`config.mk`:
```
export PLATFORM = sky130hd
export DESIGN_NAME = agcdb_top
export DESIGN_NICKNAME = d
export VERILOG_FILES = /design/src/agcdb_pkg.sv /design/src/agcdb_debounce.sv /design/src/agcdb_top.sv
export VERILOG_INCLUDE_DIRS = /design/src
export SDC_FILE = /design/constraint.sdc
export NUM_CORES = 1
export LEC_CHECK = 0
export BUFFER_PORTS_ARGS = -buffer_cell sky130_fd_sc_hd__buf_2
export CAP_MARGIN = 25
export CORE_MARGIN = 4
export CORE_UTILIZATION = 45
export DETAILED_ROUTE_END_ITERATION = 10
export PLACE_DENSITY = 0.67
export SLEW_MARGIN = 5
export SYNTH_ARGS = -nofsm -noshare
export SYNTH_HDL_FRONTEND = slang
export SYNTH_SLANG_ARGS = --single-unit
```
`constraint.sdc`:
```
create_clock -name clk -period 4.3 [get_ports clk]
set_clock_uncertainty 0.05 [all_clocks]
set_input_delay 0.215 -clock clk [delete_from_list [all_inputs] [get_ports clk]]
set_output_delay 0.215 -clock clk [all_outputs]
set_load 0.005 [all_outputs]
```
`src/agcdb_map.svh`:
```
`ifndef AGCDB_MAP_SVH
`define AGCDB_MAP_SVH

`define AGCDB_LEFT_DEBOUNCE_OFS 8'h22
`define AGCDB_RIGHT_DEBOUNCE_OFS 8'h23
`define AGCDB_FLAGS_OFS 8'h24
`define AGCDB_INT_STATUS_OFS 8'h30
`define AGCDB_INT_CLEAR_OFS 8'h31
`define AGCDB_INT_ENABLE_OFS 8'h32

`define AGCDB_REG_RESET 8'h00
`define AGCDB_NOISE_MSB 7
`define AGCDB_NOISE_LSB 3
`define AGCDB_SIG_MSB 2
`define AGCDB_SIG_LSB 0

`define AGCDB_FLAG_PGA_L 7
`define AGCDB_FLAG_PWR_L 6
`define AGCDB_FLAG_SIG_L 5
`define AGCDB_FLAG_SAT_L 4
`define AGCDB_FLAG_PGA_R 3
`define AGCDB_FLAG_PWR_R 2
`define AGCDB_FLAG_SIG_R 1
`define AGCDB_FLAG_SAT_R 0

`define AGCDB_MAX_GAIN_CAP 7'h77
`define AGCDB_THRESH_OFF 5'h00
`define AGCDB_LONG_CODE_FIRST 5'h08
`define AGCDB_LONG_CODE_BASE 12'h007
`define AGCDB_LONG_STEP_SHIFT 7
`define AGCDB_UNITS_ZERO 12'h000
`define AGCDB_UNITS_ONE 12'h001

`define AGCDB_HALF_MS_NS 500000
`define AGCDB_CLK_PERIOD_NS 10
`define AGCDB_HALF_MS_CYCLES (`AGCDB_HALF_MS_NS / `AGCDB_CLK_PERIOD_NS)

`endif

```
`src/agcdb_pkg.sv`:
```
package agcdb_pkg;

    typedef enum logic {
        DET_SIGNAL,
        DET_NOISE
    } agcdb_det_t;

endpackage

```
`src/agcdb_debounce.sv`:
```
`timescale 1ns/1ps
`include "agcdb_map.svh"

module agcdb_debounce (
    // Clock and reset
    input wire logic clk,
    input wire logic rst,
    // Detector control
    input wire logic enable,
    input wire logic tick,
    input wire logic raw_below,
    input wire logic [11:0] noise_units,
    input wire logic [11:0] signal_units,
    // Debounced state
    output logic noise_detected
);

    agcdb_pkg::agcdb_det_t state_reg;
    agcdb_pkg::agcdb_det_t state_next;
    logic [11:0] count_reg;
    logic [11:0] count_next;
    logic mismatch;
    logic [11:0] target;

    assign mismatch = raw_below != (state_reg == agcdb_pkg::DET_NOISE);
    assign target = (state_reg == agcdb_pkg::DET_NOISE) ? signal_units : noise_units;

    // The count runs in half-millisecond ticks, so the first tick may be partial.
    always_comb begin
        state_next = state_reg;
        count_next = count_reg;
        if (!enable) begin
            state_next = agcdb_pkg::DET_SIGNAL;
            count_next = `AGCDB_UNITS_ZERO;
        end else if (!mismatch) begin
            count_next = `AGCDB_UNITS_ZERO;
        end else if (count_reg >= target) begin
            case (state_reg)
                agcdb_pkg::DET_SIGNAL: state_next = agcdb_pkg::DET_NOISE;
                agcdb_pkg::DET_NOISE: state_next = agcdb_pkg::DET_SIGNAL;
                default: state_next = agcdb_pkg::DET_SIGNAL;
            endcase
            count_next = `AGCDB_UNITS_ZERO;
        end else if (tick) begin
            count_next = count_reg + `AGCDB_UNITS_ONE;
        end
    end

    always_ff @(posedge clk) begin
        if (rst) begin
            state_reg <= agcdb_pkg::DET_SIGNAL;
            count_reg <= `AGCDB_UNITS_ZERO;
            noise_detected <= 1'b0;
        end else begin
            state_reg <= state_next;
            count_reg <= count_next;
            noise_detected <= (state_next == agcdb_pkg::DET_NOISE);
        end
    end

    disabled_forces_signal_a: assert property (@(posedge clk) disable iff (rst)
        !enable |=> !noise_detected)
        else $error("Disabled detector did not return to signal state.");

    hold_on_match_a: assert property (@(posedge clk) disable iff (rst)
        (enable && !mismatch) |=> (noise_detected == $past(noise_detected)))
        else $error("Detected state changed without a persisting condition.");

    zero_debounce_flip_a: assert property (@(posedge clk) disable iff (rst)
        (enable && mismatch && target == `AGCDB_UNITS_ZERO) |=> (noise_detected != $past(noise_detected)))
        else $error("Zero debounce did not switch state at once.");

endmodule

```
`src/agcdb_top.sv`:
```
`timescale 1ns/1ps
`include "agcdb_map.svh"

module agcdb_top #(
    parameter int HALF_MS_CYCLES = `AGCDB_HALF_MS_CYCLES
) (
    // Clock and reset
    input wire logic clk,
    input wire logic rst,
    // Register port
    input wire logic [7:0] addr,
    input wire logic [7:0] wr_data,
    input wire logic wr_en,
    input wire logic rd_en,
    output logic [7:0] rd_data,
    // Interrupt
    output logic irq,
    // Sample rate mode
    input wire logic double_rate_audio,
    // Left channel state from the record path
    input wire logic left_below_threshold,
    input wire logic [4:0] left_noise_threshold,
    input wire logic [6:0] left_max_gain,
    input wire logic [7:0] left_agc_gain,
    input wire logic [7:0] left_pga_applied,
    input wire logic [7:0] left_pga_programmed,
    input wire logic left_adc_powered,
    // Right channel state from the record path
    input wire logic right_below_threshold,
    input wire logic [4:0] right_noise_threshold,
    input wire logic [6:0] right_max_gain,
    input wire logic [7:0] right_agc_gain,
    input wire logic [7:0] right_pga_applied,
    input wire logic [7:0] right_pga_programmed,
    input wire logic right_adc_powered,
    // Debounced detector state
    output logic left_noise_detected,
    output logic right_noise_detected
);

    // Index 1 is the left channel and index 0 the right, matching the flag nibbles.
    logic [1:0] below;
    logic [1:0][4:0] thresh;
    logic [1:0][6:0] max_gain;
    logic [1:0][7:0] agc_gain;
    logic [1:0][7:0] pga_applied;
    logic [1:0][7:0] pga_programmed;
    logic [1:0] powered;
    logic [1:0][7:0] dbn_reg;
    logic [1:0][11:0] noise_units;
    logic [1:0][11:0] signal_units;
    logic [1:0] det_enable;
    logic [1:0] det_noise;
    logic [1:0] pga_match;
    logic [1:0] sig_status;
    logic [1:0] sat;
    logic [1:0][6:0] gain_cap;
    logic [15:0] tick_cnt_reg;
    logic [15:0] tick_limit;
    logic tick;
    logic [7:0] flags_reg;
    logic [7:0] flags_next;
    logic [7:0] int_status_reg;
    logic [7:0] int_status_next;
    logic [7:0] int_enable_reg;
    logic [7:0] int_enable_next;
    logic [7:0] clear_mask;
    logic [7:0] rd_mux;
    logic wr_int_enable;

    assign below = {left_below_threshold, right_below_threshold};
    assign thresh = {left_noise_threshold, right_noise_threshold};
    assign max_gain = {left_max_gain, right_max_gain};
    assign agc_gain = {left_agc_gain, right_agc_gain};
    assign pga_applied = {left_pga_applied, right_pga_applied};
    assign pga_programmed = {left_pga_programmed, right_pga_programmed};
    assign powered = {left_adc_powered, right_adc_powered};
    assign left_noise_detected = det_noise[1];
    assign right_noise_detected = det_noise[0];

    // Code to half-millisecond units: 0, 1, then powers of two, then 128 per step.
    function automatic logic [11:0] decode_units(input logic [4:0] code);
        logic [11:0] steps;
        steps = {7'h00, code} - `AGCDB_LONG_CODE_BASE;
        if (code == 5'h00) begin
            decode_units = `AGCDB_UNITS_ZERO;
        end else if (code < `AGCDB_LONG_CODE_FIRST) begin
            decode_units = `AGCDB_UNITS_ONE << (code - 5'h01);
        end else begin
            decode_units = steps << `AGCDB_LONG_STEP_SHIFT;
        end
    endfunction

    // Double rate audio halves the timebase, so the debounce times are halved then.
    assign tick_limit = (double_rate_audio && HALF_MS_CYCLES > 1) ?
        16'(HALF_MS_CYCLES / 2) : 16'(HALF_MS_CYCLES);
    assign tick = (tick_cnt_reg >= tick_limit - 16'h0001);

    always_ff @(posedge clk) begin
        if (rst) begin
            tick_cnt_reg <= 16'h0000;
        end else if (tick) begin
            tick_cnt_reg <= 16'h0000;
        end else begin
            tick_cnt_reg <= tick_cnt_reg + 16'h0001;
        end
    end

    genvar i;
    generate
        for (i = 0; i < 2; i = i + 1) begin : g_chan
            logic wr_sel;
            assign wr_sel = wr_en && (addr == ((i == 1) ? `AGCDB_LEFT_DEBOUNCE_OFS : `AGCDB_RIGHT_DEBOUNCE_OFS));
            assign noise_units[i] = decode_units(dbn_reg[i][`AGCDB_NOISE_MSB:`AGCDB_NOISE_LSB]);
            assign signal_units[i] = decode_units({2'b00, dbn_reg[i][`AGCDB_SIG_MSB:`AGCDB_SIG_LSB]});
            assign det_enable[i] = (thresh[i] != `AGCDB_THRESH_OFF);
            assign pga_match[i] = (pga_applied[i] == pga_programmed[i]);
            assign sig_status[i] = det_enable[i] && det_noise[i];
            assign gain_cap[i] = (max_gain[i] > `AGCDB_MAX_GAIN_CAP) ? `AGCDB_MAX_GAIN_CAP : max_gain[i];
            assign sat[i] = (agc_gain[i] == {1'b0, gain_cap[i]});

            always_ff @(posedge clk) begin
                if (rst) begin
                    dbn_reg[i] <= `AGCDB_REG_RESET;
                end else if (wr_sel) begin
                    dbn_reg[i] <= wr_data;
                end
            end

            agcdb_debounce u_agcdb_debounce (
                .clk(clk),
                .rst(rst),
                .enable(det_enable[i]),
                .tick(tick),
                .raw_below(below[i]),
                .noise_units(noise_units[i]),
                .signal_units(signal_units[i]),
                .noise_detected(det_noise[i])
            );
        end
    endgenerate

    // Flags follow the record path only; no register access can reach them.
    assign flags_next = {pga_match[1], powered[1], sig_status[1], sat[1],
                         pga_match[0], powered[0], sig_status[0], sat[0]};

    // Any flag change is an event; a change in the clearing cycle survives the clear.
    assign clear_mask = (wr_en && addr == `AGCDB_INT_CLEAR_OFS) ? wr_data : 8'h00;
    assign int_status_next = (int_status_reg & ~clear_mask) | (flags_next ^ flags_reg);
    assign wr_int_enable = wr_en && (addr == `AGCDB_INT_ENABLE_OFS);
    assign int_enable_next = wr_int_enable ? wr_data : int_enable_reg;

    assign rd_mux = (addr == `AGCDB_LEFT_DEBOUNCE_OFS) ? dbn_reg[1] :
                    (addr == `AGCDB_RIGHT_DEBOUNCE_OFS) ? dbn_reg[0] :
                    (addr == `AGCDB_FLAGS_OFS) ? flags_reg :
                    (addr == `AGCDB_INT_STATUS_OFS) ? int_status_reg :
                    (addr == `AGCDB_INT_ENABLE_OFS) ? int_enable_reg :
                    8'h00;

    always_ff @(posedge clk) begin
        if (rst) begin
            flags_reg <= `AGCDB_REG_RESET;
            int_status_reg <= `AGCDB_REG_RESET;
            int_enable_reg <= `AGCDB_REG_RESET;
            irq <= 1'b0;
            rd_data <= 8'h00;
        end else begin
            flags_reg <= flags_next;
            int_status_reg <= int_status_next;
            int_enable_reg <= int_enable_next;
            irq <= |(int_status_next & int_enable_next);
            rd_data <= rd_en ? rd_mux : 8'h00;
        end
    end

    pga_flag_a: assert property (@(posedge clk) disable iff (rst)
        1'b1 |=> (flags_reg[`AGCDB_FLAG_PGA_L] == $past(left_pga_applied == left_pga_programmed)))
        else $error("Left gain match flag wrong.");

    power_flags_a: assert property (@(posedge clk) disable iff (rst)
        1'b1 |=> (flags_reg[`AGCDB_FLAG_PWR_L] == $past(left_adc_powered)
                  && flags_reg[`AGCDB_FLAG_PWR_R] == $past(right_adc_powered)))
        else $error("ADC power flag wrong.");

    sat_cap_a: assert property (@(posedge clk) disable iff (rst)
        (right_max_gain == 7'h7F && right_agc_gain == 8'h77) |=> flags_reg[`AGCDB_FLAG_SAT_R])
        else $error("Saturation not flagged at capped maximum gain.");

    sig_disabled_a: assert property (@(posedge clk) disable iff (rst)
        (left_noise_threshold == 5'h00) |=> !flags_reg[`AGCDB_FLAG_SIG_L])
        else $error("Signal detect flag set while detection is disabled.");

    noise_long_decode_a: assert property (@(posedge clk) disable iff (rst)
        (dbn_reg[1][7:3] == 5'h1F) |-> (noise_units[1] == 12'hC00))
        else $error("Longest noise debounce decoded wrong.");

    noise_short_decode_a: assert property (@(posedge clk) disable iff (rst)
        (dbn_reg[1][7:3] == 5'h07 && dbn_reg[1][2:0] == 3'h1) |-> (noise_units[1] == 12'h040
        && signal_units[1] == 12'h001))
        else $error("Short debounce decoded wrong.");

    right_reg_readback_a: assert property (@(posedge clk) disable iff (rst)
        (wr_en && addr == 8'h23) ##1 (rd_en && addr == 8'h23 && !wr_en) |=> (rd_data == $past(wr_data, 2)))
        else $error("Right debounce register read back wrong.");

    sticky_kept_a: assert property (@(posedge clk) disable iff (rst)
        !(wr_en && addr == 8'h31) |=> ((int_status_reg & $past(int_status_reg)) == $past(int_status_reg)))
        else $error("Event bit lost without a clear.");

    irq_level_a: assert property (@(posedge clk) disable iff (rst)
        irq == |(int_status_reg & int_enable_reg))
        else $error("Interrupt level disagrees with enabled events.");

    pga_flag_r_a: assert property (@(posedge clk) disable iff (rst)
        1'b1 |=> (flags_reg[`AGCDB_FLAG_PGA_R] == $past(right_pga_applied == right_pga_programmed)))
        else $error("Right gain match flag wrong.");

    sat_flag_l_a: assert property (@(posedge clk) disable iff (rst)
        (left_max_gain <= 7'h77) |=> (flags_reg[`AGCDB_FLAG_SAT_L] == $past(left_agc_gain == {1'b0, left_max_gain})))
        else $error("Left saturation flag wrong.");

    sat_cap_l_a: assert property (@(posedge clk) disable iff (rst)
        (left_max_gain > 7'h77) |=> (flags_reg[`AGCDB_FLAG_SAT_L] == $past(left_agc_gain == 8'h77)))
        else $error("Left saturation flag wrong above the gain cap.");

    sat_flag_r_a: assert property (@(posedge clk) disable iff (rst)
        (right_max_gain <= 7'h77) |=> (flags_reg[`AGCDB_FLAG_SAT_R] == $past(right_agc_gain == {1'b0, right_max_gain})))
        else $error("Right saturation flag wrong.");

    sig_noise_l_a: assert property (@(posedge clk) disable iff (rst)
        (left_noise_detected && left_noise_threshold != 5'h00) |=> flags_reg[`AGCDB_FLAG_SIG_L])
        else $error("Left signal detect flag missed a detected noise state.");

    sig_clear_l_a: assert property (@(posedge clk) disable iff (rst)
        !left_noise_detected |=> !flags_reg[`AGCDB_FLAG_SIG_L])
        else $error("Left signal detect flag set without a detected noise state.");

    sig_noise_r_a: assert property (@(posedge clk) disable iff (rst)
        (right_noise_detected && right_noise_threshold != 5'h00) |=> flags_reg[`AGCDB_FLAG_SIG_R])
        else $error("Right signal detect flag missed a detected noise state.");

    sig_off_r_a: assert property (@(posedge clk) disable iff (rst)
        (right_noise_threshold == 5'h00) |=> !flags_reg[`AGCDB_FLAG_SIG_R])
        else $error("Right signal detect flag set while detection is disabled.");

    left_write_a: assert property (@(posedge clk) disable iff (rst)
        (wr_en && addr == `AGCDB_LEFT_DEBOUNCE_OFS) |=> (dbn_reg[1] == $past(wr_data)))
        else $error("Left debounce register write lost.");

    right_write_a: assert property (@(posedge clk) disable iff (rst)
        (wr_en && addr == `AGCDB_RIGHT_DEBOUNCE_OFS) |=> (dbn_reg[0] == $past(wr_data)))
        else $error("Right debounce register write lost.");

    left_kept_a: assert property (@(posedge clk) disable iff (rst)
        !(wr_en && addr == `AGCDB_LEFT_DEBOUNCE_OFS) |=> (dbn_reg[1] == $past(dbn_reg[1])))
        else $error("Left debounce register changed without a write to it.");

    right_kept_a: assert property (@(posedge clk) disable iff (rst)
        !(wr_en && addr == `AGCDB_RIGHT_DEBOUNCE_OFS) |=> (dbn_reg[0] == $past(dbn_reg[0])))
        else $error("Right debounce register changed without a write to it.");

    left_read_a: assert property (@(posedge clk) disable iff (rst)
        (rd_en && addr == `AGCDB_LEFT_DEBOUNCE_OFS) |=> (rd_data == $past(dbn_reg[1])))
        else $error("Left debounce register read back wrong.");

    flags_read_a: assert property (@(posedge clk) disable iff (rst)
        (rd_en && addr == `AGCDB_FLAGS_OFS) |=> (rd_data == $past(flags_reg)))
        else $error("Flag register read back wrong.");

    read_idle_a: assert property (@(posedge clk) disable iff (rst)
        !rd_en |=> (rd_data == 8'h00))
        else $error("Read data not zero outside a read.");

    noise_step_a: assert property (@(posedge clk) disable iff (rst)
        (dbn_reg[0][7:3] == 5'h08) |-> (noise_units[0] == 12'h080))
        else $error("First long noise debounce code decoded wrong.");

    signal_longest_a: assert property (@(posedge clk) disable iff (rst)
        (dbn_reg[0][2:0] == 3'h7) |-> (signal_units[0] == 12'h040))
        else $error("Longest signal debounce decoded wrong.");

    noise_half_a: assert property (@(posedge clk) disable iff (rst)
        (dbn_reg[1][7:3] == 5'h01) |-> (noise_units[1] == 12'h001))
        else $error("Half millisecond noise debounce decoded wrong.");

    zero_code_a: assert property (@(posedge clk) disable iff (rst)
        (dbn_reg[1] == 8'h00) |-> (noise_units[1] == 12'h000 && signal_units[1] == 12'h000))
        else $error("Zero debounce codes decoded wrong.");

    tick_spacing_a: assert property (@(posedge clk) disable iff (rst)
        (tick && !double_rate_audio && HALF_MS_CYCLES > 3) |=> !tick)
        else $error("Timebase ticked on two cycles in a row.");

    event_wins_a: assert property (@(posedge clk) disable iff (rst)
        (flags_next != flags_reg) |=>
        ((int_status_reg & $past(flags_next ^ flags_reg)) == $past(flags_next ^ flags_reg)))
        else $error("Flag change did not set its event bit.");

    event_clear_a: assert property (@(posedge clk) disable iff (rst)
        (wr_en && addr == `AGCDB_INT_CLEAR_OFS && flags_next == flags_reg) |=>
        ((int_status_reg & $past(wr_data)) == 8'h00))
        else $error("Event clear left a bit set.");

    enable_write_a: assert property (@(posedge clk) disable iff (rst)
        (wr_en && addr == `AGCDB_INT_ENABLE_OFS) |=> (int_enable_reg == $past(wr_data)))
        else $error("Event enable register write lost.");

endmodule

```
==> metrics.cfg <==
[run_status]
run_status = finished, final reports clean

[layout]
layout-drive-gt1-share_pct = 17.28
largest_register_ff_count = 24
layout.core_utilization_pct = 53.78
num-nets-final = 952
area_growth_pct = 17.30
antenna_cells_inserted = 0
filler_cell_count = 1211

[sta]
rsz0062_at_grt = no
final_cycle_utilization_of_the_critical_path_pct = 90.74
fin_worst_hold_slack_ps = 54.87
fin_ws_ps = 398.1
timing.slew.headroom_pct = 37.07
number_of_slew_limit_violations_in_the_final_report = 0
final-hold-violation-count = 0
finalCriticalPeriod_ps = 3902
max_clock_freq_mhz = 256.3
setup_viol = 0
worst_slew_pin_slew_ps = 940.5
fin_tns_setup_ps = 0

[floorplan]
chipWidth_um = 121.4
die_h_um = 121.4
die_area_um2 = 14730
core_area_um2 = 12620
top_level_ports = 108
start_util_pct = 45.85
placementRows = 41

[pwr]
power.switching_uw = 432.8
pwr-share-clk_pct = 44.3
finalPower_uw = 1824
leakage_uw = 0.002717
vdd_ir_drop_max_uv = 234.0
powerDensity_nw_per_um2 = 268.8
power_report.internal_total_uw = 1392
comb_power_share_pct = 8.4
pwr-share-seq_pct = 47.3
netSwitchingFraction_pct = 23.72

[drt]
drt_wl_total_mm = 14.75
final_antenna_net_count = 0
drt_first_iter_violations = 372
remaining_drc_errors = 0
route.detailed.vias_per_inst = 5.516
detailroute.via_count = 5417
routedWlPerCell_um = 15.02
firstDrtPassIters = 5

[setup_path]
critical_path.max_stage_delay_ps = 740
worstPathMaxFanout = 12
criticalPathCategory = reg -> reg
critical_path_required_ps = 4450
critPathArrivalTime_ps = 4050
critical_path.startpoint_type = flip-flop
path_cells = inv_1, ha_1, a2111oi_0, a21oi_1, nor4_1, a32oi_1, ha_1, a21o_1, a21o_1, a21oi_1, o221a_2, o211ai_1, nor2_1
critical_path.top_delay_family = compound AO/OA/AOI/OAI gates
critPathSlowestCell = o211ai_1
timing.critical_path.to_type = flip-flop
cp.buffers_inverters = 1

[grt]
globalRouteTotalUtil_pct = 20.17
globalRouteOverflowTotal = 0
number_of_global_route_vias_before_repair = 5320
first_pass_grt_wire_length_mm = 24.25
pin_count_of_the_biggest_net_entering_global_routing = 36
grt_antenna_before_repair = 0

[cts]
cts_max_path_buffers = 2
worst_setup_hold_path_clk_slew_ps = 60
cts-buffers-inserted = 9
cts_tree = done
post-cts-setup-buffer-count = 0
cts_hold_buffers = 0
cts_resized = 0
tritoncts_num_sinks = 91
clkLatencyLatePin_ps = 350
ctsRootBufferMaster = clkbuf_16
cts-htree-levels = 3

[flow_run]
maxCapViolations = 0

[logic_synthesis]
yosys-top-cells-count = nor2_1 (104), dfxtp_1 (91), nand2_1 (59), ha_1 (50), xnor2_1 (41)
edff_count_synth = 0
synth_most_common_cell = nor2_1
yosysWarnings = 0
yosys.area.top_type = dfxtp_1
syn_nets = 851
ys_types = 58
post-synth-top-area-fraction_pct = 31.49
asyncSetResetFlopFracSynth_pct = 0
synth_area_leaders = dfxtp_1 (31%), ha_1 (11%), nor2_1 (6.7%), xnor2_1 (6.2%), xor2_1 (4.7%)
synth.ff_latch_count = 91
mappedNetlistArea_um2 = 5786
syn-mean-instance-area_um2 = 8.218
ys_dominant_reg_cell = dfxtp_1
synthesized_instance_count = 704
seq_total_area_yosys_pct = 31.49

[place]
buffer_ports.inserted = 107
post-place-ws_ps = 496.6
hpwlAfterDp_mm = 11.46
finalWeightedCongestion = 0.8428

[min_path]
min-delay-path-class = in -> reg

[worst paths after layout]
path | startpoint | endpoint | slack (ps) | cells after the start
worst max register to register | dbn_reg[3] | g_chan[0].u_agcdb_debounce.count_reg[3] | 400 | 13
worst min register to register | int_status_reg[3] | rd_data[3] | 410 | 2
worst min-delay path | right_adc_powered | flags_reg[2] | 50 | 2
worst max-delay path | dbn_reg[3] | g_chan[0].u_agcdb_debounce.count_reg[3] | 400 | 13
[layout by cell type, fill, tap and decap left out, types with 11 or more instances in the layout]
master,count
o21ai_0,25
dfxtp_1,91
xnor2_1,41
nand3_1,24
nor2b_1,13
ha_1,50
nor2_1,104
nand2_1,59
a21oi_1,33
buf_2,108
a21o_1,14
a22oi_1,12
o22ai_1,11
xor2_1,31
mux2i_1,24
nor4_1,16
inv_1,29
[cell type report]
class | count | area [um^2] | share of cell area, %
Multi-Input combinational cell | 560 | 3759 | 55.38
Sequential cell | 91 | 1822 | 26.84
Timing Repair Buffer | 114 | 585.6 | 8.628
Clock buffer | 12 | 246.5 | 3.632
Tap cell | 172 | 215.2 | 3.171
Inverter | 29 | 108.9 | 1.604
Clock inverter | 4 | 50.05 | 0.7375
[per-layer routing]
metal | global-route usage (%) | part of all wire, % | routed length, um
met3 | 3.963 | 5.0 | 739
met2 | 35.68 | 50 | 7378
met1 | 24.44 | 43 | 6413
met5 | 0 | 0 | 0
met4 | 6.583 | 1.5 | 216
[power by group through the flow]
stage | logic [uW] | registers [uW] | clock network, uW
after global placement | 146 | 881 | 0
after CTS | 152 | 863 | 819
final | 153 | 863 | 809
after floorplan | 76.8 | 877 | 0
after detailed placement | 151 | 882 | 0
after global routing | 168 | 864 | 855
[per-stage QoR]
stage	std cells	area, um^2
final	982	6787
after global routing	982	6787
after CTS	981	6779
after detailed placement	965	6482
after global placement	964	6477
after floorplan	704	5786
[logic make-up after synthesis]
family / count (synthesis) / share of synthesized area [%]
DFF: 91 / 31.49
and+or+nand+nor: 273 / 22.79
muxes: 27 / 4.736
xor gates and xnor gates: 72 / 10.90
adders and majority gates: 50 / 10.81
AOI/OAI and AO/OA: 138 / 15.72
buffers and inverters: 53 / 3.547
Note: power is estimated with default switching activity, not from simulation.
